[src/design/pcawd_pkg.sv]
// Purpose: Constants for the counter array frequency output and watchdog block
// Assumes: AXI4-Lite register access, 32-bit data
// Notes: Register offsets are byte addresses
package pcawd_pkg;
    // ============================================================
    // Register map
    localparam logic [7:0] PCAWD_MODE_OFF = 8'h00;
    localparam logic [7:0] PCAWD_CNT_OFF = 8'h04;
    localparam logic [7:0] PCAWD_CMODE_OFF = 8'h08;
    localparam logic [7:0] PCAWD_CLOW_OFF = 8'h0c;
    localparam logic [7:0] PCAWD_CHIGH_OFF = 8'h10;
    localparam logic [7:0] PCAWD_WDOFF_OFF = 8'h14;
    localparam logic [7:0] PCAWD_WDHIGH_OFF = 8'h18;
    localparam logic [7:0] PCAWD_STAT_OFF = 8'h1c;
    localparam logic [7:0] PCAWD_MASK_OFF = 8'h20;
    // ============================================================
    // Mode register fields
    localparam int PCAWD_IDLE_BIT = 7;
    localparam int PCAWD_WDE_BIT = 6;
    localparam int PCAWD_LCK_BIT = 5;
    localparam int PCAWD_CPS_LSB = 1;
    localparam logic [7:0] PCAWD_MODE_RST = 8'h40;
    // Compare module mode fields
    localparam int PCAWD_ECOM_BIT = 6;
    localparam int PCAWD_PWM_BIT = 1;
    localparam int PCAWD_TOG_BIT = 2;
    // Status bits
    localparam int PCAWD_ST_TOG = 0;
    localparam int PCAWD_ST_WD = 1;
    // ============================================================
    // Clock sources, divider limits and bus responses
    localparam logic [2:0] PCAWD_CPS_DIV12 = 3'h0;
    localparam logic [2:0] PCAWD_CPS_DIV4 = 3'h1;
    localparam logic [2:0] PCAWD_CPS_EXT = 3'h2;
    localparam logic [2:0] PCAWD_CPS_SYS = 3'h4;
    localparam logic [3:0] PCAWD_DIV12_LAST = 4'hb;
    localparam logic [3:0] PCAWD_DIV4_LAST = 4'h3;
    localparam logic [3:0] PCAWD_DIV_ZERO = 4'h0;
    localparam logic [1:0] PCAWD_RESP_OKAY = 2'h0;
    localparam logic [1:0] PCAWD_RESP_SLVERR = 2'h2;
endpackage : pcawd_pkg

[src/design/pcawd_top.sv]
// Purpose: Counter array frequency output on one module plus watchdog on module 2
// Assumes: Idle and external tick inputs synchronous to aclk
// Notes: Watchdog expiry pulses wd_reset_req; system is expected to reset the block
`timescale 1ns/100ps
module pcawd_top
    import pcawd_pkg::*;
(
    input wire logic aclk,
    input wire logic aresetn,
    input wire logic [7:0] s_axi_awaddr,
    input wire logic s_axi_awvalid,
    output logic s_axi_awready,
    input wire logic [31:0] s_axi_wdata,
    input wire logic [3:0] s_axi_wstrb,
    input wire logic s_axi_wvalid,
    output logic s_axi_wready,
    output logic [1:0] s_axi_bresp,
    output logic s_axi_bvalid,
    input wire logic s_axi_bready,
    input wire logic [7:0] s_axi_araddr,
    input wire logic s_axi_arvalid,
    output logic s_axi_arready,
    output logic [31:0] s_axi_rdata,
    output logic [1:0] s_axi_rresp,
    output logic s_axi_rvalid,
    input wire logic s_axi_rready,
    input wire logic cpu_idle,
    input wire logic ext_clk_tick,
    output logic module_output_pin,
    output logic wd_reset_req,
    output logic irq
);
    // ============================================================
    // Bus front end
    logic wr_en;
    logic [7:0] wr_addr;
    logic [7:0] wr_data;
    logic wr_hit;
    logic [7:0] rd_addr;
    logic [31:0] rd_data;
    logic rd_hit;

    pcawd_axil u_axil (
        .aclk(aclk),
        .aresetn(aresetn),
        .s_axi_awaddr(s_axi_awaddr),
        .s_axi_awvalid(s_axi_awvalid),
        .s_axi_awready(s_axi_awready),
        .s_axi_wdata(s_axi_wdata),
        .s_axi_wstrb(s_axi_wstrb),
        .s_axi_wvalid(s_axi_wvalid),
        .s_axi_wready(s_axi_wready),
        .s_axi_bresp(s_axi_bresp),
        .s_axi_bvalid(s_axi_bvalid),
        .s_axi_bready(s_axi_bready),
        .s_axi_araddr(s_axi_araddr),
        .s_axi_arvalid(s_axi_arvalid),
        .s_axi_arready(s_axi_arready),
        .s_axi_rdata(s_axi_rdata),
        .s_axi_rresp(s_axi_rresp),
        .s_axi_rvalid(s_axi_rvalid),
        .s_axi_rready(s_axi_rready),
        .wr_en(wr_en),
        .wr_addr(wr_addr),
        .wr_data(wr_data),
        .wr_hit(wr_hit),
        .rd_addr(rd_addr),
        .rd_data(rd_data),
        .rd_hit(rd_hit)
    );

    // ============================================================
    // Registers
    logic [7:0] counter_array_mode_reg;
    logic [7:0] compare_module_mode_reg;
    logic [7:0] compare_low_byte_reg;
    logic [7:0] compare_high_byte_reg;
    logic [7:0] watchdog_offset_byte_reg;
    logic [7:0] wd_high_reg;
    logic [7:0] counter_low_byte_reg;
    logic [7:0] counter_high_reg;
    logic [1:0] status_reg;
    logic [1:0] mask_reg;
    logic wd_enabled;
    logic cnt_tick;
    logic count_run;
    logic freq_mode;
    logic low_match;
    logic wd_match;
    logic wd_refresh;
    logic [1:0] events;

    assign wd_enabled = counter_array_mode_reg[PCAWD_WDE_BIT] | counter_array_mode_reg[PCAWD_LCK_BIT];
    assign count_run = cnt_tick && !(counter_array_mode_reg[PCAWD_IDLE_BIT] && cpu_idle);

    always_comb begin
        unique case (wr_addr)
            PCAWD_MODE_OFF, PCAWD_CNT_OFF, PCAWD_CMODE_OFF, PCAWD_CLOW_OFF, PCAWD_CHIGH_OFF,
            PCAWD_WDOFF_OFF, PCAWD_WDHIGH_OFF, PCAWD_STAT_OFF, PCAWD_MASK_OFF: wr_hit = 1'b1;
            default: wr_hit = 1'b0;
        endcase
    end

    always_comb begin
        rd_hit = 1'b1;
        rd_data = 32'h00000000;
        unique case (rd_addr)
            PCAWD_MODE_OFF: rd_data[7:0] = counter_array_mode_reg;
            PCAWD_CNT_OFF: rd_data[15:0] = {counter_high_reg, counter_low_byte_reg};
            PCAWD_CMODE_OFF: rd_data[7:0] = compare_module_mode_reg;
            PCAWD_CLOW_OFF: rd_data[7:0] = compare_low_byte_reg;
            PCAWD_CHIGH_OFF: rd_data[7:0] = compare_high_byte_reg;
            PCAWD_WDOFF_OFF: rd_data[7:0] = watchdog_offset_byte_reg;
            PCAWD_WDHIGH_OFF: rd_data[7:0] = wd_high_reg;
            PCAWD_STAT_OFF: rd_data[1:0] = status_reg;
            PCAWD_MASK_OFF: rd_data[1:0] = mask_reg;
            default: rd_hit = 1'b0;
        endcase
    end

    // ============================================================
    // Counter array mode register
    always_ff @(posedge aclk) begin
        if (!aresetn) begin
            counter_array_mode_reg <= PCAWD_MODE_RST;
        end else if (wr_en && wr_addr == PCAWD_MODE_OFF) begin
            if (counter_array_mode_reg[PCAWD_LCK_BIT]) begin
                counter_array_mode_reg <= counter_array_mode_reg;
            end else if (wd_enabled) begin
                // Clock select and idle choice frozen while enabled
                counter_array_mode_reg[PCAWD_WDE_BIT] <= wr_data[PCAWD_WDE_BIT];
                counter_array_mode_reg[PCAWD_LCK_BIT] <= wr_data[PCAWD_LCK_BIT];
            end else begin
                counter_array_mode_reg <= wr_data & 8'hee;
            end
        end
    end

    // ============================================================
    // Compare module registers
    always_ff @(posedge aclk) begin
        if (!aresetn) begin
            compare_module_mode_reg <= 8'h00;
            compare_high_byte_reg <= 8'h00;
            watchdog_offset_byte_reg <= 8'h00;
        end else if (wr_en) begin
            if (wr_addr == PCAWD_CMODE_OFF) begin
                compare_module_mode_reg <= wr_data;
            end
            if (wr_addr == PCAWD_CHIGH_OFF) begin
                compare_high_byte_reg <= wr_data;
            end
            if (wr_addr == PCAWD_WDOFF_OFF) begin
                watchdog_offset_byte_reg <= wr_data;
            end
        end
    end

    assign freq_mode = compare_module_mode_reg[PCAWD_ECOM_BIT] && compare_module_mode_reg[PCAWD_TOG_BIT]
        && compare_module_mode_reg[PCAWD_PWM_BIT];
    assign low_match = count_run && freq_mode && (counter_low_byte_reg == compare_low_byte_reg);

    // Adding zero wraps the low byte by 256 counter ticks
    always_ff @(posedge aclk) begin
        if (!aresetn) begin
            compare_low_byte_reg <= 8'h00;
        end else if (low_match) begin
            compare_low_byte_reg <= compare_low_byte_reg + compare_high_byte_reg;
        end else if (wr_en && wr_addr == PCAWD_CLOW_OFF) begin
            compare_low_byte_reg <= wr_data;
        end
    end

    always_ff @(posedge aclk) begin
        if (!aresetn) begin
            module_output_pin <= 1'b0;
        end else if (low_match) begin
            module_output_pin <= !module_output_pin;
        end
    end

    // ============================================================
    // Free-running counter
    always_ff @(posedge aclk) begin
        if (!aresetn) begin
            counter_low_byte_reg <= 8'h00;
            counter_high_reg <= 8'h00;
        end else if (wr_en && wr_addr == PCAWD_CNT_OFF && !wd_enabled) begin
            counter_low_byte_reg <= wr_data;
        end else if (count_run) begin
            {counter_high_reg, counter_low_byte_reg} <= {counter_high_reg, counter_low_byte_reg} + 16'h0001;
        end
    end

    pcawd_prescale u_pre (
        .aclk(aclk),
        .aresetn(aresetn),
        .sel(counter_array_mode_reg[PCAWD_CPS_LSB +: 3]),
        .ext_tick(ext_clk_tick),
        .tick(cnt_tick)
    );

    // ============================================================
    // Watchdog on module 2
    assign wd_refresh = wr_en && wr_addr == PCAWD_WDHIGH_OFF;
    assign wd_match = count_run && wd_enabled && (counter_high_reg == wd_high_reg)
        && (counter_low_byte_reg == 8'hff);

    always_ff @(posedge aclk) begin
        if (!aresetn) begin
            wd_high_reg <= 8'h00;
        end else if (wd_refresh) begin
            wd_high_reg <= counter_high_reg + watchdog_offset_byte_reg;
        end
    end

    always_ff @(posedge aclk) begin
        if (!aresetn) begin
            wd_reset_req <= 1'b0;
        end else begin
            wd_reset_req <= wd_match && !wd_refresh;
        end
    end

    // ============================================================
    // Interrupts
    assign events = {wd_match && !wd_refresh, low_match};

    always_ff @(posedge aclk) begin
        if (!aresetn) begin
            status_reg <= 2'h0;
        end else begin
            if (wr_en && wr_addr == PCAWD_STAT_OFF) begin
                status_reg <= (status_reg & ~wr_data[1:0]) | events;
            end else begin
                status_reg <= status_reg | events;
            end
        end
    end

    always_ff @(posedge aclk) begin
        if (!aresetn) begin
            mask_reg <= 2'h0;
        end else if (wr_en && wr_addr == PCAWD_MASK_OFF) begin
            mask_reg <= wr_data[1:0];
        end
    end

    always_ff @(posedge aclk) begin
        if (!aresetn) begin
            irq <= 1'b0;
        end else begin
            irq <= |(status_reg & mask_reg);
        end
    end
endmodule : pcawd_top

[src/design/pcawd_prescale.sv]
// Purpose: Counter array clock enable generator
// Assumes: Ext tick synchronous to aclk
// Notes: One-cycle tick per counter array clock
`timescale 1ns/100ps
module pcawd_prescale
    import pcawd_pkg::*;
(
    input wire logic aclk,
    input wire logic aresetn,
    input wire logic [2:0] sel,
    input wire logic ext_tick,
    output logic tick
);
    logic [3:0] div_reg;
    logic [3:0] last;

    always_comb begin
        last = (sel == PCAWD_CPS_DIV4) ? PCAWD_DIV4_LAST : PCAWD_DIV12_LAST;
    end

    always_ff @(posedge aclk) begin
        if (!aresetn) begin
            div_reg <= PCAWD_DIV_ZERO;
        end else if (div_reg >= last) begin
            div_reg <= PCAWD_DIV_ZERO;
        end else begin
            div_reg <= div_reg + 4'h1;
        end
    end

    always_ff @(posedge aclk) begin
        if (!aresetn) begin
            tick <= 1'b0;
        end else begin
            unique case (sel)
                PCAWD_CPS_DIV12, PCAWD_CPS_DIV4: tick <= (div_reg >= last);
                PCAWD_CPS_EXT: tick <= ext_tick;
                PCAWD_CPS_SYS: tick <= 1'b1;
                default: tick <= 1'b0;
            endcase
        end
    end
endmodule : pcawd_prescale

[src/design/pcawd_axil.sv]
// Purpose: AXI4-Lite slave front end
// Assumes: One write and one read at a time
// Notes: Produces a one-cycle write strobe; reads use a registered read address, no strobe
`timescale 1ns/100ps
module pcawd_axil
    import pcawd_pkg::*;
(
    input wire logic aclk,
    input wire logic aresetn,
    input wire logic [7:0] s_axi_awaddr,
    input wire logic s_axi_awvalid,
    output logic s_axi_awready,
    input wire logic [31:0] s_axi_wdata,
    input wire logic [3:0] s_axi_wstrb,
    input wire logic s_axi_wvalid,
    output logic s_axi_wready,
    output logic [1:0] s_axi_bresp,
    output logic s_axi_bvalid,
    input wire logic s_axi_bready,
    input wire logic [7:0] s_axi_araddr,
    input wire logic s_axi_arvalid,
    output logic s_axi_arready,
    output logic [31:0] s_axi_rdata,
    output logic [1:0] s_axi_rresp,
    output logic s_axi_rvalid,
    input wire logic s_axi_rready,
    output logic wr_en,
    output logic [7:0] wr_addr,
    output logic [7:0] wr_data,
    input wire logic wr_hit,
    output logic [7:0] rd_addr,
    input wire logic [31:0] rd_data,
    input wire logic rd_hit
);
    logic aw_got;
    logic w_got;
    logic ar_got;

    always_ff @(posedge aclk) begin
        if (!aresetn) begin
            aw_got <= 1'b0;
            w_got <= 1'b0;
            s_axi_awready <= 1'b1;
            s_axi_wready <= 1'b1;
            s_axi_bvalid <= 1'b0;
            s_axi_bresp <= PCAWD_RESP_OKAY;
            wr_en <= 1'b0;
            wr_addr <= 8'h00;
            wr_data <= 8'h00;
        end else begin
            wr_en <= 1'b0;
            if (s_axi_awvalid && s_axi_awready) begin
                aw_got <= 1'b1;
                s_axi_awready <= 1'b0;
                wr_addr <= s_axi_awaddr;
            end
            if (s_axi_wvalid && s_axi_wready) begin
                w_got <= 1'b1;
                s_axi_wready <= 1'b0;
                wr_data <= s_axi_wstrb[0] ? s_axi_wdata[7:0] : 8'h00;
            end
            if (aw_got && w_got && !s_axi_bvalid) begin
                wr_en <= 1'b1;
                s_axi_bvalid <= 1'b1;
                s_axi_bresp <= wr_hit ? PCAWD_RESP_OKAY : PCAWD_RESP_SLVERR;
            end
            if (s_axi_bvalid && s_axi_bready) begin
                s_axi_bvalid <= 1'b0;
                aw_got <= 1'b0;
                w_got <= 1'b0;
                s_axi_awready <= 1'b1;
                s_axi_wready <= 1'b1;
            end
        end
    end

    always_ff @(posedge aclk) begin
        if (!aresetn) begin
            ar_got <= 1'b0;
            s_axi_arready <= 1'b1;
            s_axi_rvalid <= 1'b0;
            s_axi_rdata <= 32'h00000000;
            s_axi_rresp <= PCAWD_RESP_OKAY;
            rd_addr <= 8'h00;
        end else begin
            if (s_axi_arvalid && s_axi_arready) begin
                ar_got <= 1'b1;
                s_axi_arready <= 1'b0;
                rd_addr <= s_axi_araddr;
            end
            if (ar_got && !s_axi_rvalid) begin
                s_axi_rvalid <= 1'b1;
                s_axi_rdata <= rd_hit ? rd_data : 32'h00000000;
                s_axi_rresp <= rd_hit ? PCAWD_RESP_OKAY : PCAWD_RESP_SLVERR;
            end
            if (s_axi_rvalid && s_axi_rready) begin
                s_axi_rvalid <= 1'b0;
                ar_got <= 1'b0;
                s_axi_arready <= 1'b1;
            end
        end
    end
endmodule : pcawd_axil

[config.mk]
export PLATFORM = sky130hd
export DESIGN_NAME = pcawd_top
export DESIGN_NICKNAME = d
export VERILOG_FILES = /design/src/design/pcawd_pkg.sv /design/src/design/pcawd_top.sv /design/src/design/pcawd_prescale.sv /design/src/design/pcawd_axil.sv
export SDC_FILE = /design/constraint.sdc
export NUM_CORES = 1
export LEC_CHECK = 0
export BUFFER_PORTS_ARGS = -buffer_cell sky130_fd_sc_hd__buf_2
export CAP_MARGIN = 10
export CORE_UTILIZATION = 29
export CTS_CLUSTER_DIAMETER = 30
export DETAILED_ROUTE_END_ITERATION = 12
export SETUP_SLACK_MARGIN = 0.02
export SLEW_MARGIN = 20
export SYNTH_ARGS = -nofsm -noshare
export SYNTH_HDL_FRONTEND = slang
export SYNTH_SLANG_ARGS = --single-unit
[constraint.sdc]
create_clock -name aclk -period 2.4 [get_ports aclk]
set_input_delay 0.48 -clock aclk [delete_from_list [all_inputs] [get_ports aclk]]
set_output_delay 0.48 -clock aclk [all_outputs]
set_load 0.1 [all_outputs]
==> out/qor.csv <==
metric;value;unit
share of flip-flops with an asynchronous set or reset;0;
dpl ws;0.1905;ns
Critical Path End Type;flip-flop;
post-synthesis cell count;727;
R2R Setup Slk;0.20;ns
PnR Total Power;5715;uW
# rows;55;
cts hold-fix bufs;0;
Tcrit/Tclk final;0.9154;
Tightest Hold Check Type;primary input to flip-flop;
Final WS setup;0.2030;ns
GP Congestion;0.8535;
synthesis-stage register bit count;125;
Antenna Diode Count;0;
Hold Path Depth;2;
Fin Clk Skew;0.005005;ns
DRC Markers;0;
Max VDD drop;364.5;uV
max_cap viols;0;
Setup CP Type;flip-flop to flip-flop;
LEAKAGE;0.003367;uW
core area;0.02264;sq mm
slew at the pin with the worst max-slew slack;0.8475;ns
first-pass GRT wire length;27520;um
Reg clk slew, reported paths;0.06;ns
I/O pins;105;
R2R depth;5;
Worst Hold Path EP;u_axil.s_axi_wready;
Post CTS Setup Buffer Count;0;
DR WL/cell;15.54;um
pins over their slew limit;0;
# clock sinks;125;
Longest Clk Path Bufs;2;
synth warn;0;
Placed Cells;1054;
final setup fails;0;
vias in the first global route;5160;
initial core utilization;0.2949;
Vias;5396;
CTS H-tree lvls;4;
final WL;16880;um
Mapped Avg Cell Area;9.183;sq um
total negative setup slack;0;ns
Yosys cell types;64;
# fillers;2294;
DIE AREA;0.02363;sq mm
Chip Width;153.7;um
DP Wirelength;12650;um
Synth Cell Area;0.006676;sq mm
Worst R2R End;counter_array_mode_reg[7];
Die Y;153.7;um
WHS;0.2772;ns
largest fanout on the critical path;5;
minimum clock period;2.197;ns
worst reg2reg startpoint;u_axil.wr_addr[7];
Final ANT Viol Nets;0;
WP data required;2.71;ns
Vias per Instance;4.969;
Root Buffer;clkbuf_16;
Critical Path AT;2.51;ns
fin cells;1086;
Most used DFF post-synth;dfxtp_1;
hold_sp;s_axi_wvalid;
Synth top cells by count;125 x dfxtp_1, 75 x nand2_1, 47 x mux2i_1, 47 x nor2b_1, 38 x clkbuf_1;
final hold vios;0;
Worst setup SP type;flip-flop;
post-synth top area share;0.3748;
CTS tree;built;
number of antenna violations at the first check in global routing;0;
most frequent cell after synthesis;dfxtp_1;
Num CTS Buffers;17;
clk_lat worst skew;0.42;ns
largest net degree at the start of global routing;48;
PortBufs;59;
Reg with most FFs;u_axil.s_axi_rdata;
slew margin rel.;0.4342;
Pre-Repair DR Iteration Count;6;
gr ovfl total;0;
top post-synthesis cells by area;dfxtp_1 37%, mux2i_1 7.0%, nor2b_1 4.4%;
DRT iter0 DRCs;311;
share of post-route cells with drive strength above 1;0.1810;
area growth from synthesis to layout;19.94;%
Power Density;713.6;mW/mm^2
run status;finished, final reports clean;
RSZ-0062 raised after global routing;no;
Layout Nets;868;
number of flip-flops under the largest register name;16;
most area-hungry cell type in the Yosys netlist;dfxtp_1;
GRT Overall Usage;0.1493;
EDFF count, synth;0;
fmax;0.4552;GHz
sequential share of the synthesized area;0.3748;
PostCTS Resize Cnt;0;
==> area by class of cell <==
type                       count  area [sq um]  area share
clock buffer                  18         439.2     0.05484
clock inverter                14         264.0     0.03297
timing repair buffer          88         525.5     0.06563
tap                          285         356.6     0.04453
sequential                   125          2502      0.3125
multi-input combinational    543          3871      0.4834
inverter                      13         48.80    0.006094
==> cell families after synthesis <==
family	count (synthesis)	synth area share
multiplexers	57	0.09576
AO/OA/AOI/OAI	155	0.1765
other	1	0.0005617
AND/OR/NAND/NOR	254	0.2071
buffers and inverters	76	0.05491
XOR/XNOR	40	0.05247
adder cells (fa/ha/maj)	19	0.03786
flip-flops	125	0.3748
==> per-stage QoR <==
stage | instance area, sq um | utilization
3_5_place_dp | 7305 | 0.3226
5_1_grt | 8008 | 0.3537
4_1_cts | 8008 | 0.3537
2_1_floorplan | 6740 | -
3_3_place_gp | 7305 | 0.3226
6_report | 8008 | 0.3537
==> layer usage <==
layer	routed length, um	vias to the layer above	global-route usage
met5	0	-	0
li1	-	2694	-
met2	7904	114	0.2448
met3	715	19	0.02818
met1	7893	2569	0.1912
met4	366	0	0.06333
==> layout by cell type (no fill, tap or decap), types with 14 or more instances in the layout <==
master,netlist,layout
nor2_1,24,24
ha_1,17,17
xor2_1,22,22
and2_1,14,14
mux2i_1,47,47
a21boi_0,31,31
o211a_1,17,17
nand2_1,75,75
buf_4,19,28
clkbuf_16,0,17
buf_2,2,59
a21oi_1,27,27
dfxtp_1,125,125
o21ai_0,15,15
xnor2_1,18,18
nor2b_1,47,47
nand3_1,36,36
conb_1,1,18
==> worst max-delay path: stages (launching register included) <==
cell and delay [ns]:
dfxtp_1 0.33, or4b_4 0.62, or4_4 0.54, nor3_4 0.30, mux2i_1 0.23, nor2b_1 0.06
==> worst max path at each step <==
stage / endpoint / slack (ns) / startpoint / cells past startpoint
floorplan: counter_array_mode_reg[1] / 0.32 / u_axil.wr_addr[7] / 6
global route: counter_array_mode_reg[2] / 0.06 / u_axil.wr_addr[7] / 5
detailed placement: counter_array_mode_reg[7] / 0.19 / u_axil.wr_addr[7] / 5
finish: counter_array_mode_reg[7] / 0.20 / u_axil.wr_addr[7] / 5
global placement: counter_array_mode_reg[2] / 0.19 / u_axil.wr_addr[7] / 5
CTS: counter_array_mode_reg[1] / 0.18 / u_axil.wr_addr[7] / 5
==> where the power goes <==
part | internal, uW | switching (uW)
Sequential | 2120 | 58.0
Combinational | 121 | 365
Clock | 2080 | 970
Total | 4320 | 1390
Power figures use the tool's default switching activity.
